<file path="config.mk">
export PLATFORM = sky130hd
export DESIGN_NAME = dsu_config
export DESIGN_NICKNAME = d
export VERILOG_FILES = /design/src/common/dsu_pkg.sv /design/src/rtl/dsu_chan_stat.sv /design/src/rtl/dsu_config.sv /design/src/rtl/dsu_parity.sv
export SDC_FILE = /design/constraint.sdc
export NUM_CORES = 1
export LEC_CHECK = 0
export BUFFER_PORTS_ARGS = -buffer_cell sky130_fd_sc_hd__buf_4
export CAP_MARGIN = 30
export CORE_ASPECT_RATIO = 0.8
export CORE_MARGIN = 5
export CORE_UTILIZATION = 35
export CTS_BUF_LIST = sky130_fd_sc_hd__clkbuf_8
export DETAILED_ROUTE_END_ITERATION = 10
export SYNTH_ARGS = -nofsm -noshare
export SYNTH_HDL_FRONTEND = slang
export SYNTH_SLANG_ARGS = --single-unit
</file>
<file path="constraint.sdc">
create_clock -name mclk -period 4.5 [get_ports mclk]
set_input_delay 1.125 -clock mclk [delete_from_list [all_inputs] [get_ports mclk]]
set_output_delay 1.125 -clock mclk [all_outputs]
set_load 0.01 [all_outputs]
</file>
<file path="src/common/dsu_pkg.sv">
// constants, register map and field layout of the dual serial unit
package dsu_pkg;
  localparam int ADDR_W = 12;
  localparam logic [11:0] BLOCK_BASE = 12'h700;
  localparam logic [11:0] BLOCK_MASK = 12'hfc0;
  localparam logic [11:0] OFF_CFG_HI = 12'h700;
  localparam logic [11:0] OFF_CFG_LO = 12'h701;
  localparam logic [11:0] OFF_LEVEL = 12'h704;
  localparam logic [11:0] OFF_VECTOR = 12'h705;
  localparam logic [11:0] OFF_MODE_A = 12'h710;
  localparam logic [11:0] OFF_STAT_A = 12'h711;
  localparam logic [11:0] OFF_MODE_B = 12'h718;
  localparam logic [11:0] OFF_STAT_B = 12'h719;
  localparam logic [11:0] SUPER_ONLY_END = 12'h70f;
  // configuration register fields
  localparam int CFG_STOP = 15;
  localparam int CFG_FRZ_HI = 14;
  localparam int CFG_FRZ_LO = 13;
  localparam int CFG_CTSCLK = 12;
  localparam int CFG_SUPERVISOR_ONLY_BIT = 7;
  localparam int CFG_ARB_HI = 3;
  localparam logic [15:0] CFG_WMASK = 16'hf08f;
  localparam logic [15:0] CFG_RESET = 16'h0080;
  localparam logic [7:0] LEVEL_WMASK = 8'h07;
  localparam logic [7:0] LEVEL_RESET = 8'h00;
  localparam logic [7:0] VECTOR_RESET = 8'h0f;
  // channel mode one fields
  localparam int MR_RXFLOW = 7;
  localparam int MR_RDYSEL = 6;
  localparam int MR_ERRMODE = 5;
  localparam int MR_PM_HI = 4;
  localparam int MR_PM_LO = 3;
  localparam int MR_PTYPE = 2;
  localparam int MR_LEN_HI = 1;
  localparam logic [7:0] MODE_RESET = 8'h00;
  localparam logic [1:0] PM_WITH = 2'h0;
  localparam logic [1:0] PM_FORCE = 2'h1;
  localparam logic [1:0] PM_NONE = 2'h2;
  localparam logic [1:0] PM_MULTI = 2'h3;
  localparam logic [3:0] ARB_OFF = 4'h0;
  localparam logic [2:0] LEVEL_NONE = 3'h0;
  typedef enum {REG_CFG_HI, REG_CFG_LO, REG_LEVEL, REG_VECTOR, REG_MODE_A,
    REG_STAT_A, REG_MODE_B, REG_STAT_B, REG_RSVD} dsu_reg_type;
endpackage : dsu_pkg

</file>
<file path="src/rtl/dsu_chan_stat.sv">
// per channel request-to-send, ready select and error status
`timescale 1ns/100ps
module dsu_chan_stat (
  input wire logic mclk,
  input wire logic clrN,
  input wire logic rxFlowEn,
  input wire logic txFlowEn,
  input wire logic portBit,
  input wire logic startBit,
  input wire logic fifoFull,
  input wire logic readySel,
  input wire logic errMode,
  input wire logic rxLoad,
  input wire logic bufRead,
  input wire logic fifoEmpty,
  input wire logic topLoad,
  input wire logic [2:0] topErr,
  input wire logic errReset,
  output logic rtsOn_q,
  output logic txFlowOk_q,
  output logic isrRx_q,
  output logic [2:0] errStat_q
);
  logic badCombo;
  assign badCombo = rxFlowEn & txFlowEn;

  always_ff @(posedge mclk) begin
    if (!clrN) begin
      rtsOn_q <= 1'b0;
    end else if (!rxFlowEn || badCombo) begin
      rtsOn_q <= portBit;
    end else if (startBit && fifoFull) begin
      rtsOn_q <= 1'b0;
    end else if (!fifoFull) begin
      rtsOn_q <= 1'b1;
    end
  end

  always_ff @(posedge mclk) begin
    if (!clrN) begin
      txFlowOk_q <= 1'b0;
    end else begin
      txFlowOk_q <= txFlowEn & ~badCombo;
    end
  end

  always_ff @(posedge mclk) begin
    if (!clrN) begin
      isrRx_q <= 1'b0;
    end else if (readySel) begin
      isrRx_q <= fifoFull;
    end else if (rxLoad) begin
      isrRx_q <= 1'b1;
    end else if (bufRead && fifoEmpty) begin
      isrRx_q <= 1'b0;
    end
  end

  // accumulation: a reset with a new top character clears the old bits but keeps the new character's errors
  always_ff @(posedge mclk) begin
    if (!clrN) begin
      errStat_q <= 3'h0;
    end else if (!errMode) begin
      errStat_q <= topErr;
    end else if (topLoad) begin
      errStat_q <= (errReset ? 3'h0 : errStat_q) | topErr;
    end else if (errReset) begin
      errStat_q <= 3'h0;
    end
  end
endmodule : dsu_chan_stat

</file>
<file path="src/rtl/dsu_config.sv">
// configuration, privilege, freeze, interrupt and mode control of the dual serial unit
`timescale 1ns/100ps
module dsu_config
  import dsu_pkg::*;
(
  input wire logic mclk,
  input wire logic rst_n,
  input wire logic swReset,
  input wire logic busStrobe,
  input wire logic busRead,
  input wire logic busSuper,
  input wire logic [11:0] busAddr,
  input wire logic [7:0] busWdata,
  output logic busAck_q,
  output logic busErr_q,
  output logic [7:0] busRdata_q,
  input wire logic freezeReq,
  input wire logic [1:0] charBoundary,
  input wire logic [1:0] sendingBreak,
  output logic [1:0] chanFrozen_q,
  output logic modClkRun_q,
  output logic ctsClkExt_q,
  input wire logic irqPending,
  input wire logic iackCycle,
  input wire logic [2:0] iackLevel,
  output logic [2:0] irqLevel_q,
  output logic [3:0] arbPriority_q,
  output logic iackWin_q,
  output logic [7:0] iackVector_q,
  input wire logic [1:0] txFlowEn,
  input wire logic [1:0] portBit,
  input wire logic [1:0] startBit,
  input wire logic [1:0] fifoFull,
  input wire logic [1:0] fifoEmpty,
  input wire logic [1:0] rxLoad,
  input wire logic [1:0] bufRead,
  input wire logic [1:0] topLoad,
  input wire logic [5:0] topErr,
  input wire logic [1:0] errReset,
  input wire logic [4:0] otherStat [2],
  input wire logic [7:0] txData [2],
  input wire logic [7:0] rxData [2],
  input wire logic [1:0] rxParIn,
  output logic [1:0] rtsOn_q,
  output logic [1:0] txFlowOk_q,
  output logic [1:0] isrRx_q,
  output logic [1:0] txParBit_q,
  output logic [1:0] txParUsed_q,
  output logic [1:0] rxParErr_q
);

  ////////////////////////////////////////////////////////////////////////////
  // address decode, shared by the read and the write path

  function automatic dsu_reg_type decodeReg(input logic [11:0] a);
    case (a)
      OFF_CFG_HI: decodeReg = REG_CFG_HI;
      OFF_CFG_LO: decodeReg = REG_CFG_LO;
      OFF_LEVEL: decodeReg = REG_LEVEL;
      OFF_VECTOR: decodeReg = REG_VECTOR;
      OFF_MODE_A: decodeReg = REG_MODE_A;
      OFF_STAT_A: decodeReg = REG_STAT_A;
      OFF_MODE_B: decodeReg = REG_MODE_B;
      OFF_STAT_B: decodeReg = REG_STAT_B;
      default: decodeReg = REG_RSVD;
    endcase
  endfunction : decodeReg

  logic [15:0] cfg_q;
  logic [7:0] level_q;
  logic [7:0] vector_q;
  logic [7:0] mode_q [2];
  logic [2:0] errStat [2];
  logic clrN;
  logic hit;
  logic stopped;
  logic isCfg;
  logic superOnly;
  logic denied;
  logic wrOk;
  dsu_reg_type regSel;

  assign clrN = rst_n & ~swReset;
  assign stopped = cfg_q[CFG_STOP];
  assign hit = busStrobe && ((busAddr & BLOCK_MASK) == BLOCK_BASE);
  assign regSel = decodeReg(busAddr);
  assign isCfg = (regSel == REG_CFG_HI) || (regSel == REG_CFG_LO);
  assign superOnly = (busAddr <= SUPER_ONLY_END) || cfg_q[CFG_SUPERVISOR_ONLY_BIT];

  always_comb begin
    denied = 1'b0;
    if (stopped && !isCfg) begin
      denied = 1'b1;
    end else if (superOnly && !busSuper) begin
      denied = 1'b1;
    end
  end

  assign wrOk = hit && !busRead && !denied;

  ////////////////////////////////////////////////////////////////////////////
  // bus answer: one cycle after the strobe, no wait states

  always_ff @(posedge mclk) begin
    if (!rst_n) begin
      busAck_q <= 1'b0;
      busErr_q <= 1'b0;
    end else begin
      busAck_q <= hit && !denied;
      busErr_q <= hit && denied;
    end
  end

  always_ff @(posedge mclk) begin
    if (!rst_n) begin
      busRdata_q <= 8'h00;
    end else if (hit && busRead && !denied) begin
      case (regSel)
        REG_CFG_HI: busRdata_q <= cfg_q[15:8];
        REG_CFG_LO: busRdata_q <= cfg_q[7:0];
        REG_LEVEL: busRdata_q <= level_q;
        REG_VECTOR: busRdata_q <= vector_q;
        REG_MODE_A: busRdata_q <= mode_q[0];
        REG_STAT_A: busRdata_q <= {errStat[0], otherStat[0]};
        REG_MODE_B: busRdata_q <= mode_q[1];
        REG_STAT_B: busRdata_q <= {errStat[1], otherStat[1]};
        default: busRdata_q <= 8'h00;
      endcase
    end else begin
      busRdata_q <= 8'h00;
    end
  end

  ////////////////////////////////////////////////////////////////////////////
  // configuration register: only hardware reset clears it

  always_ff @(posedge mclk) begin
    if (!rst_n) begin
      cfg_q <= CFG_RESET;
    end else if (wrOk && regSel == REG_CFG_HI) begin
      cfg_q[15:8] <= busWdata & CFG_WMASK[15:8];
    end else if (wrOk && regSel == REG_CFG_LO) begin
      cfg_q[7:0] <= busWdata & CFG_WMASK[7:0];
    end
  end

  always_ff @(posedge mclk) begin
    if (!clrN) begin
      level_q <= LEVEL_RESET;
    end else if (wrOk && regSel == REG_LEVEL) begin
      level_q <= busWdata & LEVEL_WMASK;
    end
  end

  always_ff @(posedge mclk) begin
    if (!clrN) begin
      vector_q <= VECTOR_RESET;
    end else if (wrOk && regSel == REG_VECTOR) begin
      vector_q <= busWdata;
    end
  end

  always_ff @(posedge mclk) begin
    if (!clrN) begin
      mode_q[0] <= MODE_RESET;
      mode_q[1] <= MODE_RESET;
    end else if (wrOk && regSel == REG_MODE_A) begin
      mode_q[0] <= busWdata;
    end else if (wrOk && regSel == REG_MODE_B) begin
      mode_q[1] <= busWdata;
    end
  end

  ////////////////////////////////////////////////////////////////////////////
  // clock stop and capture clock choice
  // the gate cell downstream latches the enable in the low phase, so clocks
  // stop low; the bus side of this block keeps running to reach cfg_q

  always_ff @(posedge mclk) begin
    if (!rst_n) begin
      modClkRun_q <= 1'b1;
      ctsClkExt_q <= 1'b0;
    end else begin
      modClkRun_q <= ~cfg_q[CFG_STOP];
      ctsClkExt_q <= cfg_q[CFG_CTSCLK];
    end
  end

  ////////////////////////////////////////////////////////////////////////////
  // freeze: each channel waits for its own character boundary

  logic freezeOn;
  assign freezeOn = freezeReq && cfg_q[CFG_FRZ_HI];

  always_ff @(posedge mclk) begin
    if (!clrN) begin
      chanFrozen_q <= 2'h0;
    end else begin
      for (int c = 0; c < 2; c++) begin
        if (!freezeOn) begin
          chanFrozen_q[c] <= 1'b0;
        end else if (charBoundary[c] && !sendingBreak[c]) begin
          chanFrozen_q[c] <= 1'b1;
        end
      end
    end
  end

  ////////////////////////////////////////////////////////////////////////////
  // interrupt request level, arbitration and vector

  always_ff @(posedge mclk) begin
    if (!clrN) begin
      irqLevel_q <= LEVEL_NONE;
      arbPriority_q <= ARB_OFF;
    end else begin
      irqLevel_q <= (irqPending && !stopped) ? level_q[2:0] : LEVEL_NONE;
      arbPriority_q <= cfg_q[CFG_ARB_HI:0];
    end
  end

  // a stopped module or zero priority never answers an acknowledge
  always_ff @(posedge mclk) begin
    if (!clrN) begin
      iackWin_q <= 1'b0;
      iackVector_q <= 8'h00;
    end else if (iackCycle && irqPending && !stopped && level_q[2:0] != LEVEL_NONE
                 && iackLevel == level_q[2:0] && cfg_q[CFG_ARB_HI:0] != ARB_OFF) begin
      iackWin_q <= 1'b1;
      iackVector_q <= vector_q;
    end else begin
      iackWin_q <= 1'b0;
      iackVector_q <= 8'h00;
    end
  end

  ////////////////////////////////////////////////////////////////////////////
  // per channel flow control, status and parity

  generate
    for (genvar c = 0; c < 2; c++) begin : gChan
      logic txPar;
      logic txUsed;
      logic rxPar;
      logic rxUsed;

      dsu_chan_stat uStat (
        .mclk(mclk),
        .clrN(clrN),
        .rxFlowEn(mode_q[c][MR_RXFLOW]),
        .txFlowEn(txFlowEn[c]),
        .portBit(portBit[c]),
        .startBit(startBit[c] & modClkRun_q),
        .fifoFull(fifoFull[c]),
        .readySel(mode_q[c][MR_RDYSEL]),
        .errMode(mode_q[c][MR_ERRMODE]),
        .rxLoad(rxLoad[c]),
        .bufRead(bufRead[c]),
        .fifoEmpty(fifoEmpty[c]),
        .topLoad(topLoad[c]),
        .topErr(topErr[3*c+2:3*c]),
        .errReset(errReset[c]),
        .rtsOn_q(rtsOn_q[c]),
        .txFlowOk_q(txFlowOk_q[c]),
        .isrRx_q(isrRx_q[c]),
        .errStat_q(errStat[c])
      );

      dsu_parity uTxPar (
        .data(txData[c]),
        .charLen(mode_q[c][MR_LEN_HI:0]),
        .parMode(mode_q[c][MR_PM_HI:MR_PM_LO]),
        .parType(mode_q[c][MR_PTYPE]),
        .parBit(txPar),
        .parUsed(txUsed)
      );

      // receive check uses the same generator; type bit selects odd/even
      dsu_parity uRxPar (
        .data(rxData[c]),
        .charLen(mode_q[c][MR_LEN_HI:0]),
        .parMode(mode_q[c][MR_PM_HI:MR_PM_LO]),
        .parType(mode_q[c][MR_PTYPE]),
        .parBit(rxPar),
        .parUsed(rxUsed)
      );

      // multidrop carries the address flag instead of a checked parity
      always_ff @(posedge mclk) begin
        if (!clrN) begin
          txParBit_q[c] <= 1'b0;
          txParUsed_q[c] <= 1'b0;
          rxParErr_q[c] <= 1'b0;
        end else begin
          txParBit_q[c] <= txPar;
          txParUsed_q[c] <= txUsed;
          if (mode_q[c][MR_PM_HI:MR_PM_LO] == PM_MULTI) begin
            rxParErr_q[c] <= rxParIn[c];
          end else begin
            rxParErr_q[c] <= rxUsed && (rxPar != rxParIn[c]);
          end
        end
      end
    end
  endgenerate

endmodule : dsu_config

</file>
<file path="src/rtl/dsu_parity.sv">
// parity bit for one character under the programmed framing
`timescale 1ns/100ps
module dsu_parity
  import dsu_pkg::*;
(
  input wire logic [7:0] data,
  input wire logic [1:0] charLen,
  input wire logic [1:0] parMode,
  input wire logic parType,
  output logic parBit,
  output logic parUsed
);
  logic [7:0] lenMask;
  always_comb begin
    lenMask = 8'hff >> (3'h3 - {1'b0, charLen});
    parUsed = (parMode != PM_NONE);
    case (parMode)
      PM_WITH: parBit = (^(data & lenMask)) ^ parType;
      PM_FORCE: parBit = parType;
      PM_MULTI: parBit = parType;
      default: parBit = 1'b0;
    endcase
  end
endmodule : dsu_parity

</file>
==> results of run 1 <==
==> path summary, 6_finish.rpt <==
path	start	end	slack (ns)	cells past startpoint
hold / removal	mode_q[0][15]	gChan[1].uStat.txFlowOk_q	0.47	1
setup / recovery	busAddr[1]	mode_q[0][1]	1.51	6
setup reg to reg	cfg_q[7]	mode_q[0][1]	2.54	3
hold reg to reg	mode_q[0][15]	gChan[1].uStat.txFlowOk_q	0.47	1
==> worst register-to-register path, stage by stage, from the launching register on <==
cell and delay, ns:
dfxtp_1 0.35, o21bai_4 0.23, nand3_2 0.15, o41ai_2 0.85
==> cell families after synthesis <==
group / count (synthesis) / synth area share
and+or+nand+nor: 138 / 0.205
DFF: 84 / 0.472
AOI/OAI and AO/OA: 67 / 0.113
buffers and inverters: 38 / 0.0455
xor gates and xnor gates: 28 / 0.0698
muxes: 27 / 0.0948
==> Yosys cell counts, types with 5 or more instances <==
| master | n |
|---|---|
| dfxtp_1 | 68 |
| nand2_1 | 26 |
| nor2_1 | 24 |
| a21oi_1 | 21 |
| inv_1 | 20 |
| mux2i_1 | 19 |
| a22oi_1 | 18 |
| and2_1 | 18 |
| xnor2_1 | 18 |
| edfxtp_1 | 16 |
| nor2b_1 | 15 |
| nor3b_1 | 9 |
| clkbuf_1 | 8 |
| mux4_2 | 8 |
| nor2_2 | 8 |
| o21ai_0 | 8 |
| xor2_1 | 8 |
| buf_4 | 7 |
| a31oi_1 | 6 |
| nand3_1 | 5 |
| o211ai_1 | 5 |
==> power breakdown <==
part / leakage (nW) / internal, W / switching [W] / total (W)
combinational: 1.52 / 0.000134 / 0.0000899 / 0.000224
clock: 0.0941 / 0.000237 / 0.000283 / 0.000520
sequential: 0.729 / 0.000780 / 0.0000130 / 0.000793
total: 2.34 / 0.00115 / 0.000386 / 0.00154
==> metrics by stage <==
stage               utilization  cell area (µm²)  worst slack, ns
floorplan                     -             3910             1.27
finish                    0.486             5300             1.51
CTS                       0.486             5300             1.51
detailed placement        0.468             5100             1.11
global route              0.486             5300             1.41
global placement          0.468             5100             1.16
==> cell type report <==
| cell class | instances | area share |
|---|---|---|
| Sequential cell | 84 | 0.348 |
| Inverter | 20 | 0.0142 |
| Timing Repair Buffer | 147 | 0.208 |
| Multi-Input combinational cell | 260 | 0.359 |
| Tap cell | 144 | 0.0340 |
| Clock buffer | 11 | 0.0286 |
| Clock inverter | 5 | 0.00827 |
==> registers in the layout, summed over array words and instances (netlist names) <==
signal	count
arbPriority_q	4
busAck_q	1
busErr_q	1
busRdata_q	8
cfg_q	9
chanFrozen_q	2
ctsClkExt_q	1
gChan.uStat.errStat_q	6
gChan.uStat.isrRx_q	2
gChan.uStat.rtsOn_q	2
gChan.uStat.txFlowOk_q	2
iackVector_q	8
iackWin_q	1
irqLevel_q	3
level_q	3
modClkRun_q	1
mode_q	16
rxParErr_q	2
txParBit_q	2
txParUsed_q	2
vector_q	8
==> metal layers <==
layer / GRT usage / vias to the layer above / share of wire / wire length (µm)
li1: - / 1628 / - / -
met1: 0.205 / 1521 / 0.44 / 4660
met2: 0.257 / 105 / 0.48 / 5070
met3: 0.0524 / 11 / 0.072 / 766
met4: 0.0333 / 0 / 0.012 / 123
met5: 0 / - / 0 / 0
==> key figures, run 1 <==
Timing
  • Setup violations, final: 0
  • Least-Margin Pin Slew: 0.946 ns
  • Clock skew: 0.0114 ns
  • Min Clock Period, post-route: 2.99 ns
  • Final Hold Viols: 0
  • Final setup TNS: 0 ns
  • Maximum clock frequency: 334 MHz
  • Final period util: 0.665
  • WHS: 0.470 ns
  • Max-slew violation count: 0
  • Slew margin rel.: 0.363
  • Unrepaired setup endpoints after global routing: no

Global route
  • Initial antenna violation count: 0
  • Global route total overflow: 0
  • Total GRT Usage: 0.158
  • Vias in the first global route: 3271
  • Largest net degree at the start of global routing: 23
  • First-pass GRT wire length: 16.7 mm

Run
  • Max-cap viol count: 0

Final layout
  • N_diodes: 0
  • Multi-input combinational cell area: 1900 µm²
  • Commonest non-fill, non-tap cell in the layout: buf_4
  • Fin cells: 671
  • Sequential cell area: 1840 µm²
  • Nets: 626
  • Fill count: 1056
  • Area Overhead vs Synth: 35.6%
  • Layout cells sized above 1: 0.361
  • Most frequent cells in the layout: 147 x buf_4, 68 x dfxtp_1, 26 x nand2_1

Clocking
  • Clk sink count: 84
  • Clock Latency Late Sink: 0.36 ns
  • H-tree depth: 3
  • CTS Buf Count: 9
  • CTS Root Cell: clkbuf_8
  • CTS resizes: 0
  • CTS tree: done
  • Post-CTS Hold Buffers: 0
  • Buffer count from post-CTS setup fixing: 0
  • CTS clk-pin slew, worst paths: 0.09 ns
  • Maximum clock insertion buffer count: 2

Floorplanning
  • I/O pin count: 146
  • Die Ht: 104 µm
  • Die X: 128 µm
  • Initial Utilization: 0.359
  • # rows: 34
  • Total die area: 13400 µm²
  • Core ar.: 10900 µm²

Yosys
  • Distinct cells, synth: 50
  • Top-area cell type share of the netlist area: 0.349
  • Count of flip-flops with a built-in enable after synthesis: 16
  • Ys Warns: 0
  • Synth Flop Type: dfxtp_1
  • Yosys top cell by area: dfxtp_1
  • Ys async rst share: 0
  • Syn Std Cell Area: 3900 µm²
  • FF+latch count, synth: 84
  • Post-Syn Nets: 486
  • Top post-synthesis cells by area: dfxtp_1 35%, edfxtp_1 12%, mux2i_1 4.9%
  • Syn Inst Count: 382
  • Synthesized area per cell: 10.2 µm²
  • Seq/Total Area, Yosys: 0.472

Detailed routing
  • DR DRC count: 0
  • Wirelength per Cell: 15.8 µm
  • Post-DRT Antenna Nets: 0
  • TritonRoute pass-1 iters: 4
  • Via density per instance: 4.87
  • Vias: 3265
  • DRT iter0 DRCs: 161
  • Final WL: 10.6 mm

Setup path
  • CP Class: input port to register
  • CP max FO: 8
  • Worst endpoint data arrival time: 2.97 ns
  • Largest delay share family, worst path: simple AND/OR/NAND/NOR gates
  • CP max-delay cell: o41ai_2
  • CP Capture Type: register
  • Delay of the slowest cell on the worst path: 0.85 ns
  • Crit path cell chain: buf_4 > nor4_2 > nand4b_1 > nand2_1 > nand3_2 > o41ai_2
  • Worst setup SP type: input port
  • Worst path required time: 4.48 ns
  • WP buf/inv: 1

Placed design
  • Buffers added on ports: 145
  • Post-DP HPWL: 8.49 mm
  • Placed Instances: 655
  • Placer Congestion: 0.904

Hold path
  • Min-delay worst type: register to register

Power
  • Power Dens Cells: 290 nW/µm²
  • Total power: 0.00154 W
  • Pleak: 2.34 nW
  • Maximum VDD drop: 0.000123 V

Status
  • Status: complete, no violations
(Power assumes the default switching activity.)
==> inputs of run 2 (changes only) <==
--- a/config.mk
+++ b/config.mk
@@ -5,6 +5,7 @@
 export SDC_FILE = /design/constraint.sdc
 export NUM_CORES = 1
 export LEC_CHECK = 0
+export ABC_AREA = 1
 export BUFFER_PORTS_ARGS = -buffer_cell sky130_fd_sc_hd__buf_4
 export CAP_MARGIN = 30
 export CORE_ASPECT_RATIO = 0.8
==> constraint.sdc (replaced) <==
create_clock -name mclk -period 2.9 [get_ports mclk]
set_input_delay 0.725 -clock mclk [delete_from_list [all_inputs] [get_ports mclk]]
set_output_delay 0.725 -clock mclk [all_outputs]
set_load 0.01 [all_outputs]
==> key figures, run 2 <==
Yosys
  • Top-area cell type share of the netlist area: 0.307 (-0.0412)
  • Syn Inst Count: 606 (+59%)
  • Yosys top cell by area: dfxtp_1
  • Top post-synthesis cells by area: dfxtp_1 31%, nand2_1 12%, edfxtp_1 11%
  • Seq/Total Area, Yosys: 0.416 (-0.0557)
  • Synthesized area per cell: 7.31 µm² (-29%)
  • FF+latch count, synth: 84 (unchanged)
  • Ys async rst share: 0 (unchanged)
  • Synth Flop Type: dfxtp_1
  • Count of flip-flops with a built-in enable after synthesis: 16 (unchanged)
  • Most common cell in the synthesized netlist: nand2_1
  • Post-Syn Nets: 710 (+46%)
  • Distinct cells, synth: 36 (-28%)
  • Ys Warns: 0 (unchanged)
  • Synth cell count leaders: 146 x nand2_1, 81 x inv_1, 68 x dfxtp_1
  • Syn Std Cell Area: 4430 µm² (+13%)

Detailed routing
  • Post-DRT Antenna Nets: 0 (unchanged)
  • Wirelength per Cell: 14.3 µm (-9.6%)
  • TritonRoute pass-1 iters: 5 (+1)
  • Final WL: 13.2 mm (+24%)
  • Vias: 4415 (+35%)
  • DR DRC count: 0 (unchanged)
  • Via density per instance: 4.78 (-1.8%)
  • DRT iter0 DRCs: 375 (+130%)

Timing
  • Unrepaired setup endpoints after global routing: no
  • Min Clock Period, post-route: 2.16 ns
  • Final period util: 0.746
  • Final Hold Viols: 0 (unchanged)
  • Setup violations, final: 0 (unchanged)
  • WHS: 0.459 ns (-0.0104 ns)
  • Maximum clock frequency: 462 MHz
  • Clock skew: 0.00804 ns (-0.00333 ns)
  • Least-Margin Pin Slew: 0.429 ns (-0.517 ns)
  • Final setup TNS: 0 ns (unchanged)
  • Slew margin rel.: 0.714 (+0.351)
  • Max-slew violation count: 0 (unchanged)

Hold path
  • Hold Crit Depth: 2 (+1)
  • Min-delay worst type: register to register

Final layout
  • Multi-input combinational cell area: 2100 µm² (+11%)
  • Area Overhead vs Synth: 31.9%
  • Most frequent cells in the layout: 152 x buf_4, 146 x nand2_1, 81 x inv_1
  • Layout cells sized above 1: 0.275 (-0.0856)
  • Sequential cell area: 1840 µm² (unchanged)
  • Nets: 852 (+36%)
  • Max reg flops: 16 (unchanged)
  • Regs by FF count: mode_q (16), cfg_q (9)
  • Register with the most flip-flops: mode_q
  • Fill count: 1244 (+18%)
  • Commonest non-fill, non-tap cell in the layout: buf_4
  • N_diodes: 0 (unchanged)
  • Post-route cell area: 5840 µm² (+10%)

Floorplanning
  • Core ar.: 12300 µm² (+13%)
  • Initial Utilization: 0.360 (+0.00152)
  • Die X: 136 µm (+6.0%)
  • Die Ht: 111 µm (+5.9%)
  • # rows: 36 (+5.9%)
  • I/O pin count: 146 (unchanged)
  • Total die area: 15000 µm² (+12%)

Placed design
  • DP Area: 5640 µm² (+11%)
  • Post-DP HPWL: 10.7 mm (+25%)
  • Buffers added on ports: 145 (unchanged)
  • Placer Congestion: 0.883 (-2.3%)

Global route
  • Largest net degree at the start of global routing: 29 (+26%)
  • First-pass GRT wire length: 21.0 mm (+26%)
  • Total GRT Usage: 0.174 (+0.0157)
  • Vias in the first global route: 4207 (+29%)
  • Initial antenna violation count: 0 (unchanged)
  • Global route total overflow: 0 (unchanged)

Clocking
  • Clock Latency Late Sink: 0.36 ns (about the same)
  • H-tree depth: 3 (unchanged)
  • Buffer count from post-CTS setup fixing: 0 (unchanged)
  • Post-CTS Hold Buffers: 0 (unchanged)
  • CTS Root Cell: clkbuf_8
  • Clk sink count: 84 (unchanged)
  • CTS clk-pin slew, worst paths: 0.08 ns (about the same)
  • CTS tree: done
  • Maximum clock insertion buffer count: 2 (unchanged)
  • CTS resizes: 0 (unchanged)
  • CTS Buf Count: 9 (unchanged)

Setup path
  • Worst endpoint data arrival time: 2.20 ns (-0.77 ns)
  • Worst path required time: 2.93 ns (-1.55 ns)
  • CP Capture Type: register
  • CP Class: input port to register
  • CP max FO: 9 (+1)
  • Cells on worst reg2reg path: 7 (+4)
  • Worst setup SP type: input port

Status
  • Status: complete, no violations

Run
  • Max-cap viol count: 0 (unchanged)

Power
  • Power Dens Cells: 410 nW/µm² (+41%)
  • Maximum VDD drop: 0.000274 V (+120%)
  • Pleak: 2.82 nW (+21%)
[run 2: cell types whose count changed after synthesis, sizes merged, moves of 9 or more]
cell,change
nand2,+126
inv,+71
nand3,+53
nand4,+38
nor2,+35
a21oi,+21
and2,-19
mux2i,-19
a22oi,-18
nor2b,-15
buf,+11
nor3b,-9
[run 2: power breakdown]
part | total [W] | switching (W) | internal, W | leakage [nW]
clock network | 0.000850 | 0.000447 | 0.000404 | 0.0992
logic | 0.000314 | 0.000153 | 0.000161 | 2.00
registers | 0.00123 | 0.0000209 | 0.00121 | 0.729
total | 0.00239 | 0.000620 | 0.00177 | 2.82
[run 2: kinds of logic after synthesis]
logic type / synth area share
buffers and inverters: 0.109
XOR/XNOR: 0.0257
AO/OA/AOI/OAI: 0.0870
flip-flops: 0.416
AND/OR/NAND/NOR: 0.362
[run 2: final timing paths]
check / start / endpoint / slack, ns
hold / removal: vector_q[0] / iackVector_q[0] / 0.46
hold reg to reg: vector_q[0] / iackVector_q[0] / 0.46
setup reg to reg: cfg_q[7] / mode_q[0][12] / 1.22
setup / recovery: busAddr[11] / mode_q[0][12] / 0.74
[run 2: metrics by stage]
| stage | std cells | setup WS (ns) | util | total power (W) |
|---|---|---|---|---|
| global placement | 908 | 0.417 | 0.459 | 0.00156 |
| floorplan | 606 | 0.696 | - | 0.00140 |
| global route | 924 | 0.582 | 0.475 | 0.00250 |
| finish | 924 | 0.737 | 0.475 | 0.00239 |
| CTS | 924 | 0.738 | 0.475 | 0.00242 |
| detailed placement | 908 | 0.348 | 0.459 | 0.00157 |
[run 2: cell type report]
class                           count  area share
Timing Repair Buffer              152       0.195
Multi-Input combinational cell    410       0.360
Inverter                           91      0.0585
Clock buffer                        9      0.0212
Sequential cell                    84       0.315
Tap cell                          171      0.0366
Clock inverter                      7      0.0129
[run 2: routing by layer]
metal | vias up | wire, µm | track usage
li1 | 2251 | - | -
met1 | 1989 | 6240 | 0.244
met2 | 165 | 5740 | 0.262
met3 | 10 | 1110 | 0.0459
met4 | 0 | 124 | 0.0490
met5 | - | 0 | 0
[run 2: critical path: stages]
cell      delay (ns)
buf_4           0.11
inv_1           0.05
nand2_2         0.09
nor2_8          0.17
a21oi_1         0.11
o21bai_2        0.17
nand2_2         0.14
inv_2           0.08
nand2_1         0.07
nor2_2          0.14
nand2_1         0.07
nand2_1         0.28
